File: src/power_mode_sequencer_defs.vh
// Constants for the power mode sequencer: states, timings and field codes.
`ifndef POWER_MODE_SEQUENCER_DEFS_VH
`define POWER_MODE_SEQUENCER_DEFS_VH

`define PMS_CLK_MHZ           250
`define PMS_WAKE_WINDOW_US    9000
`define PMS_WAKE_WINDOW_CYC   (`PMS_WAKE_WINDOW_US * `PMS_CLK_MHZ)
`define PMS_SOFT_RAMP_US      1024
`define PMS_SOFT_STEPS        16
`define PMS_SOFT_STEP_CYC     ((`PMS_SOFT_RAMP_US * `PMS_CLK_MHZ) / `PMS_SOFT_STEPS)
`define PMS_SOFT_START_PCT    40
`define PMS_WAKE_FILT_CYC     16

`define PMS_ST_POWER_OFF      4'h0
`define PMS_ST_WAKE_MON       4'h1
`define PMS_ST_AWAKE          4'h2
`define PMS_ST_STARTUP        4'h3
`define PMS_ST_RUN            4'h4
`define PMS_ST_SHUTDOWN       4'h5
`define PMS_ST_RESERVE        4'h6
`define PMS_ST_BLANKING       4'h7

`define PMS_BOOST_V_LOW       1'b0
`define PMS_BOOST_V_HIGH      1'b1
`define PMS_SYNC_V_DEFAULT    1'b0

`endif

File: src/input_filter.v
// Three-flop synchroniser with an agreement counter that filters glitches.
`default_nettype none

module input_filter #(
  parameter integer FILT_CYC = 16,
  parameter integer CW       = 5
) (
  input  wire clk,
  input  wire srst,
  input  wire rawIn,
  output reg  filtOut
);

  reg          sync1_r;
  reg          sync2_r;
  reg          sync3_r;
  reg [CW-1:0] cnt_r;

  // The first flop is read only by the second; agreement of the
  // second and third flops starts the stability count.
  always @(posedge clk) begin
    if (srst) begin
      sync1_r <= 1'b0;
      sync2_r <= 1'b0;
      sync3_r <= 1'b0;
      cnt_r   <= {CW{1'b0}};
      filtOut <= 1'b0;
    end else begin
      sync1_r <= rawIn;
      sync2_r <= sync1_r;
      sync3_r <= sync2_r;
      if (sync2_r != sync3_r || sync3_r == filtOut) begin
        cnt_r <= {CW{1'b0}};
      end else if (cnt_r == FILT_CYC[CW-1:0]) begin
        filtOut <= sync3_r;
        cnt_r   <= {CW{1'b0}};
      end else begin
        cnt_r <= cnt_r + {{(CW-1){1'b0}}, 1'b1};
      end
    end
  end

endmodule // input_filter

`default_nettype wire

File: src/power_mode_sequencer.v
// Power mode sequencer with reserve boost regulator control.
`include "power_mode_sequencer_defs.vh"
`default_nettype none

module power_mode_sequencer #(
  parameter integer WAKE_WINDOW_CYC = `PMS_WAKE_WINDOW_CYC,
  parameter integer SOFT_STEP_CYC   = `PMS_SOFT_STEP_CYC,
  parameter integer WAKE_FILT_CYC   = `PMS_WAKE_FILT_CYC
) (
  input  wire       clk,
  input  wire       srst,
  input  wire       wakeAboveMon,
  input  wire       inputRailAboveMin,
  input  wire       inputRailLow,
  input  wire       inputRailGood,
  input  wire       syncBoostGood,
  input  wire       satBuckGood,
  input  wire       logicBuckGood,
  input  wire       boostOverVolt,
  input  wire       boostUnderVolt,
  input  wire       boostOverTemp,
  input  wire       boostGroundLost,
  input  wire       sleepCmd,
  input  wire       satBuckOffCmd,
  input  wire       chargeEnCmd,
  input  wire       chargeDisCmd,
  input  wire       dischargeEnCmd,
  input  wire       dischargeDisCmd,
  input  wire       boostEnCtl,
  input  wire       boostHighVoltSel,
  input  wire       keepReserveBoostBit,
  input  wire       faultStatusRead,
  output reg        wakeDetectEn,
  output reg        internalRegEn,
  output reg        syncBoostEn,
  output reg        syncBoostVoltSel,
  output reg        satBuckEn,
  output reg        logicBuckEn,
  output reg        resetOutN,
  output reg        reserveBoostEn,
  output reg        boostGateEn,
  output reg        boostVoltSel,
  output reg  [3:0] boostLimitStep,
  output reg        chargeCurrentEn,
  output reg        dischargeCurrentEn,
  output reg        reserveSwitchEn,
  output reg        crossoverActiveOut,
  output reg  [3:0] powerState,
  output reg  [2:0] faultStatus
);

  ////////////////////////////////////////////////////////////////////////
  // Input filtering and synchronisation.

  wire wakeFilt;
  reg  [2:0] rlSync_r;
  reg  [2:0] rgSync_r;
  reg  [2:0] amSync_r;
  reg  [2:0] gndSync_r;
  reg        railLow_r;
  reg        railGood_r;
  reg        railMin_r;
  reg        gndLost_r;

  input_filter #(
    .FILT_CYC (WAKE_FILT_CYC),
    .CW       (8)
  ) u_wake_filter (
    .clk     (clk),
    .srst    (srst),
    .rawIn   (wakeAboveMon),
    .filtOut (wakeFilt)
  );

  // Comparator pins pass three flops; a change counts once two agree.
  always @(posedge clk) begin
    if (srst) begin
      rlSync_r   <= 3'h0;
      rgSync_r   <= 3'h0;
      amSync_r   <= 3'h0;
      gndSync_r  <= 3'h0;
      railLow_r  <= 1'b0;
      railGood_r <= 1'b0;
      railMin_r  <= 1'b0;
      gndLost_r  <= 1'b0;
    end else begin
      rlSync_r  <= {rlSync_r[1:0], inputRailLow};
      rgSync_r  <= {rgSync_r[1:0], inputRailGood};
      amSync_r  <= {amSync_r[1:0], inputRailAboveMin};
      gndSync_r <= {gndSync_r[1:0], boostGroundLost};
      if (rlSync_r[1] == rlSync_r[2]) railLow_r <= rlSync_r[2];
      if (rgSync_r[1] == rgSync_r[2]) railGood_r <= rgSync_r[2];
      if (amSync_r[1] == amSync_r[2]) railMin_r <= amSync_r[2];
      if (gndSync_r[1] == gndSync_r[2]) gndLost_r <= gndSync_r[2];
    end
  end

  ////////////////////////////////////////////////////////////////////////
  // Power mode state machine.

  reg [3:0]  state_r;
  reg [3:0]  state_nxt;
  reg [23:0] winCnt_r;
  wire       winOpen = (winCnt_r != WAKE_WINDOW_CYC[23:0]);
  reg        sleepPend_r;

  always @* begin
    state_nxt = state_r;
    case (state_r)
      `PMS_ST_POWER_OFF: begin
        if (wakeFilt) state_nxt = `PMS_ST_WAKE_MON;
      end
      `PMS_ST_WAKE_MON: begin
        if (!wakeFilt) state_nxt = `PMS_ST_POWER_OFF;
        else state_nxt = `PMS_ST_AWAKE;
      end
      `PMS_ST_AWAKE: begin
        if (!wakeFilt) state_nxt = `PMS_ST_WAKE_MON;
        else if (railMin_r) state_nxt = `PMS_ST_STARTUP;
      end
      `PMS_ST_STARTUP, `PMS_ST_RUN: begin
        if (railLow_r || !railGood_r && state_r == `PMS_ST_RUN &&
            !railLow_r) begin
          state_nxt = `PMS_ST_RESERVE;
        end else if (!wakeFilt && winOpen) begin
          state_nxt = `PMS_ST_AWAKE;
        end else if (!wakeFilt && sleepPend_r) begin
          state_nxt = `PMS_ST_SHUTDOWN;
        end else if (!winOpen) begin
          state_nxt = `PMS_ST_RUN;
        end
      end
      `PMS_ST_SHUTDOWN: begin
        if (satBuckOffCmd) state_nxt = `PMS_ST_POWER_OFF;
      end
      `PMS_ST_RESERVE: begin
        // Leaving reserve only happens via internal power-on reset.
        state_nxt = `PMS_ST_RESERVE;
      end
      default: state_nxt = `PMS_ST_POWER_OFF;
    endcase
  end

  always @(posedge clk) begin
    if (srst) begin
      state_r     <= `PMS_ST_POWER_OFF;
      winCnt_r    <= 24'h0000_00;
      sleepPend_r <= 1'b0;
    end else begin
      state_r <= state_nxt;
      if (state_r != `PMS_ST_STARTUP && state_r != `PMS_ST_RUN) begin
        winCnt_r <= 24'h0000_00;
      end else if (winOpen) begin
        winCnt_r <= winCnt_r + 24'h0000_01;
      end
      // Sleep command counts only after the window; earlier it is ignored.
      if (state_r != `PMS_ST_RUN) sleepPend_r <= 1'b0;
      else if (sleepCmd && !winOpen) sleepPend_r <= 1'b1;
    end
  end

  wire isActive  = (state_r == `PMS_ST_STARTUP) || (state_r == `PMS_ST_RUN);
  wire isPassive = (state_r == `PMS_ST_SHUTDOWN) ||
                   (state_r == `PMS_ST_RESERVE) ||
                   (state_r == `PMS_ST_BLANKING);
  wire isOn      = isActive || isPassive;

  ////////////////////////////////////////////////////////////////////////
  // Supply chain, reset and function permissions.

  reg chargeReq_r;
  reg dischargeReq_r;

  always @(posedge clk) begin
    if (srst) begin
      wakeDetectEn       <= 1'b0;
      internalRegEn      <= 1'b0;
      syncBoostEn        <= 1'b0;
      syncBoostVoltSel   <= `PMS_SYNC_V_DEFAULT;
      satBuckEn          <= 1'b0;
      logicBuckEn        <= 1'b0;
      resetOutN          <= 1'b0;
      chargeReq_r        <= 1'b0;
      dischargeReq_r     <= 1'b0;
      chargeCurrentEn    <= 1'b0;
      dischargeCurrentEn <= 1'b0;
      reserveSwitchEn    <= 1'b0;
      crossoverActiveOut <= 1'b0;
      powerState         <= `PMS_ST_POWER_OFF;
    end else begin
      wakeDetectEn     <= (state_r != `PMS_ST_POWER_OFF);
      internalRegEn    <= (state_r != `PMS_ST_POWER_OFF) &&
                          (state_r != `PMS_ST_WAKE_MON);
      syncBoostEn      <= isOn;
      syncBoostVoltSel <= `PMS_SYNC_V_DEFAULT;
      satBuckEn        <= isOn && (satBuckEn || syncBoostGood);
      logicBuckEn      <= isOn && (logicBuckEn || satBuckGood);
      resetOutN        <= isOn && logicBuckEn && logicBuckGood;
      // Charge requests wait for reset release; charge commands before then are void.
      if (!isActive || !resetOutN || chargeDisCmd) begin
        chargeReq_r <= 1'b0;
      end else if (chargeEnCmd) begin
        chargeReq_r <= 1'b1;
      end
      if (!isOn || dischargeDisCmd) dischargeReq_r <= 1'b0;
      else if (dischargeEnCmd) dischargeReq_r <= 1'b1;
      // Charge and discharge stay mutually exclusive; charge wins.
      chargeCurrentEn    <= isActive && chargeReq_r;
      dischargeCurrentEn <= (isActive || state_r == `PMS_ST_SHUTDOWN) &&
                            dischargeReq_r && !chargeReq_r;
      reserveSwitchEn    <= isPassive;
      crossoverActiveOut <= (state_r == `PMS_ST_SHUTDOWN) ||
                            (state_r == `PMS_ST_RESERVE);
      powerState         <= state_r;
    end
  end

  ////////////////////////////////////////////////////////////////////////
  // Reserve boost regulator control.

  reg        otLatch_r;
  reg        boostOn_r;
  reg [3:0]  stepIdx_r;
  reg [17:0] stepCnt_r;
  wire       boostAllowed = isActive ||
                            (state_r == `PMS_ST_RESERVE &&
                             keepReserveBoostBit);

  always @(posedge clk) begin
    if (srst) begin
      otLatch_r      <= 1'b0;
      boostOn_r      <= 1'b0;
      stepIdx_r      <= 4'h0;
      stepCnt_r      <= 18'h0_0000;
      reserveBoostEn <= 1'b0;
      boostGateEn    <= 1'b0;
      boostVoltSel   <= `PMS_BOOST_V_LOW;
      boostLimitStep <= 4'h0;
      faultStatus    <= 3'h0;
    end else begin
      boostOn_r      <= boostAllowed && boostEnCtl;
      reserveBoostEn <= boostOn_r;
      boostVoltSel   <= boostHighVoltSel ? `PMS_BOOST_V_HIGH
                                         : `PMS_BOOST_V_LOW;
      // Restart the ramp on every off-to-on transition.
      if (!boostOn_r) begin
        stepIdx_r <= 4'h0;
        stepCnt_r <= 18'h0_0000;
      end else if (stepIdx_r != 4'hF) begin
        if (stepCnt_r == SOFT_STEP_CYC[17:0] - 18'h0_0001) begin
          stepCnt_r <= 18'h0_0000;
          stepIdx_r <= stepIdx_r + 4'h1;
        end else begin
          stepCnt_r <= stepCnt_r + 18'h0_0001;
        end
      end
      boostLimitStep <= stepIdx_r;
      // A new fault in the read cycle wins over the clear.
      if (boostOverTemp) otLatch_r <= 1'b1;
      else if (faultStatusRead) otLatch_r <= 1'b0;
      boostGateEn <= boostOn_r && !boostOverVolt && !boostOverTemp &&
                     !otLatch_r && !gndLost_r;
      faultStatus <= {otLatch_r || boostOverTemp, boostUnderVolt,
                      boostOverVolt};
    end
  end

endmodule // power_mode_sequencer

`default_nettype wire

File: config.mk
export PLATFORM = sky130hd
export DESIGN_NAME = power_mode_sequencer
export DESIGN_NICKNAME = d
export VERILOG_FILES = /design/src/input_filter.v /design/src/power_mode_sequencer.v
export VERILOG_INCLUDE_DIRS = /design/src
export SDC_FILE = /design/constraint.sdc
export NUM_CORES = 1
export LEC_CHECK = 0
export ABC_AREA = 1
export ABC_CLOCK_PERIOD_IN_PS = 3600
export BUFFER_PORTS_ARGS = -buffer_cell sky130_fd_sc_hd__buf_2
export CORE_MARGIN = 3
export CORE_UTILIZATION = 60
export DETAILED_ROUTE_END_ITERATION = 7
export HOLD_SLACK_MARGIN = 0.08
export PLACE_DENSITY = 0.86
export SKIP_LAST_GASP = 1
export SLEW_MARGIN = 5
export SYNTH_ARGS = -nofsm -noshare
export SYNTH_HDL_FRONTEND = slang
export SYNTH_SLANG_ARGS = --single-unit
export TNS_END_PERCENT = 50
File: constraint.sdc
create_clock -name clk -period 3.6 [get_ports clk]
set_input_delay 0.18 -clock clk [delete_from_list [all_inputs] [get_ports clk]]
set_output_delay 0.18 -clock clk [all_outputs]
set_load 0.05 [all_outputs]
==> run_results.csv <==
group,metric,value,unit
run_status,status,"finished clean",
setup_path,end_kind,"flip-flop",
cts,clock_sinks,105,
cts,clockRootBuffer,"clkbuf_8",
sta,fin_crit,1.72,ns
floorplanning,die_y,92.3,um
logic_synthesis,synth_adder_area_share,1.68,%
min_path,worstHoldPathType,"in -> reg",
logic_synthesis,synth-edff-count,0,
setup_path,worstSetupStartpointType,"flip-flop",
setup_path,critical_path_peak_fanout,6,
logic_synthesis,synth-simple-area-share,32.3,%
routing,num_vias,3979,
logic_synthesis,synth.avg_cell_area,7.43,um2
floorplanning,core,7020,um2
place,place.gp.congestion,0.842,
sta,slew_headroom,56.1,%
global_routing,grt_max_degree,34,
routing,routed_via_density,5.15,
cells_and_area,final_cell_mix,"nor2_1 (113), nand2_1 (106), dfxtp_1 (105)",
logic_synthesis,synthArstFlopShare,0,%
floorplanning,dieArea,8530,um2
sta,tightestPinTransition,0.659,ns
logic_synthesis,synth-seq-cells,105,
global_routing,grt_pass1_vias,3933,
global_routing,grt_pass1_wl,17.4,mm
cells_and_area,layout_commonest_cell,"nor2_1",
floorplanning,rows,30,
sta,fin_ws,1.88,ns
cts,cts_resized,0,
logic_synthesis,syn_area,4470,um2
logic_synthesis,synth_compound_area_share,7.83,%
cts,cts_tree,"yes",
routing,drt_wl_total,10.1,mm
floorplanning,initial_core_util,63.7,%
sta,setup-tns-final,0,ns
logic_synthesis,synth_ff_type,"dfxtp_1",
place,hpwlAfterDp,7.04,mm
global_routing,antenna_found_initial,0,
routing,postRouteAntennaNets,0,
power_and_ir_drop,p_per_area,397,nW/um2
cts,clk_pin_slew,0.13,ns
logic_synthesis,ys_seq_area_share,47.0,%
logic_synthesis,synth-warning-count,0,
sta,whs,0.102,ns
routing,drt_first_pass_iters,5,
cells_and_area,syn2layout_area_growth,16.1,%
setup_path,worstPathArrival,1.99,ns
sta,slew_viol_final,0,
cells_and_area,fin_nets,700,
logic_synthesis,synth_top_family_by_area,"simple AND/OR/NAND/NOR gates",
place,io_buffers,45,
global_routing,gr-total-overflow,0,
power_and_ir_drop,p_leak,2.14,nW
sta,max_freq,582,MHz
job,drv_cap,0,
place,dpl_worst_slack,1.70,ns
sta,setup_viol,0,
cells_and_area,fin_util,74.0,%
routing,drcViolationCount,0,
floorplanning,die_w,92.3,um
setup_path,r2r_slack,1.88,ns
min_path,holdPathStages,3,
logic_synthesis,synthXorXnorAreaFrac,1.76,%
cts,numCtsBuffers,9,
cts,clock_path_buffers,2,
cts,h-tree-depth,3,
sta,fin_crit_sh,47.8,%
logic_synthesis,postSynthCellCount,602,
routing,drt-initial-drc-count,201,
floorplanning,ioPinCount,48,
logic_synthesis,muxShareOfSynthArea,0.224,%
cts,worst_skew_pair.late_latency,0.39,ns
logic_synthesis,yosysUniqueCellTypes,46,
setup_path,path_class,"reg -> reg",
setup_path,reg2regPathDepth,9,
power_and_ir_drop,total_power,2.06,mW
global_routing,grt.total_usage,25.2,%
sta,rsz0062_at_grt,"false",
setup_path,required,3.87,ns
power_and_ir_drop,ir_drop,320,uV
cells_and_area,drive_gt1_share,15.1,%
cells_and_area,n_fill_cell,524,
sta,skew,0.0167,ns
sta,finalHoldViolations,0,
cells_and_area,insertedDiodeCount,0,
routing,routedWlPerCell,13.1,um
==> worst paths after layout <==
path / startpoint / to
hold / removal: chargeEnCmd / chargeReq_r$_SDFFE_PP0P_
setup / recovery: stepCnt_r[0]$_SDFFE_PP0P_ / stepCnt_r[14]$_SDFFE_PP0P_
hold reg to reg: amSync_r[0]$_SDFF_PP0_ / amSync_r[1]$_SDFF_PP0_
setup reg to reg: stepCnt_r[0]$_SDFFE_PP0P_ / stepCnt_r[14]$_SDFFE_PP0P_
==> critical path, stage by stage (launching register included) <==
cell      delay (ns)
dfxtp_1         0.44
ha_1            0.21
nand2_1         0.07
clkinv_1        0.07
nand2_1         0.08
nor2_4          0.13
nand2_2         0.14
nor3_1          0.20
xor2_1          0.20
nor2_1          0.06
==> sequential cells by signal (all words and copies together) (netlist names), 3 cells and up <==
register,count
winCnt_r,24
stepCnt_r,18
u_wake_filter.cnt_r,8
boostLimitStep,4
stepIdx_r,4
amSync_r,3
faultStatus,3
gndSync_r,3
powerState,3
rgSync_r,3
rlSync_r,3
state_r,3
==> stage by stage <==
step | cells | area [um2]
4_1_cts | 772 | 5190
3_3_place_gp | 737 | 4780
5_1_grt | 772 | 5190
3_5_place_dp | 737 | 4780
6_report | 772 | 5190
2_1_floorplan | 603 | 4480
==> cells by family after synthesis <==
logic type,Yosys count
adders and majority gates,6
muxes,1
other,1
xor gates and xnor gates,9
DFF,105
and+or+nand+nor,310
buffers and inverters,104
AOI/OAI and AO/OA,66
==> metal layers <==
metal  GRT usage, %  wire length [um]  vias up
li1               -                 -     2023
met1           29.2              4230     1817
met2           44.4              5120      107
met3           5.61               506       32
met4           11.0               272        0
met5              0                 0        -
==> final cells by class <==
class,instances,area [um2],area share [%]
clock inverter,7,101,1.95
sequential,105,2100,40.5
inverter,97,367,7.06
timing repair buffer,64,415,8.00
tap,96,120,2.31
multi-input combinational,394,1970,37.8
clock buffer,9,124,2.38
==> power by group <==
group	switching, mW	internal (mW)	total (mW)
Combinational	0.0644	0.0373	0.102
Sequential	0.00931	1.18	1.19
Clock	0.483	0.291	0.774
Total	0.557	1.51	2.06
==> cell usage after synthesis (6+ instances only) <==
cell type,count,share of area (%)
a21oi_1,35,3.9
dfxtp_1,105,47
ha_1,6,1.7
inv_1,86,7.2
inv_2,8,0.67
nand2_1,106,8.9
nand2_2,6,0.84
nand3_1,26,2.9
nand4_1,9,1.3
nor2_1,113,9.5
nor2_2,6,0.84
nor3_1,16,1.8
o21ai_0,19,2.1
==> timing repair <==
item,in CTS,in global routing
setup buffers,0,0
hold endpoints to repair,16,0
hold buffers,19,0
Power figures use the tool's default switching activity.
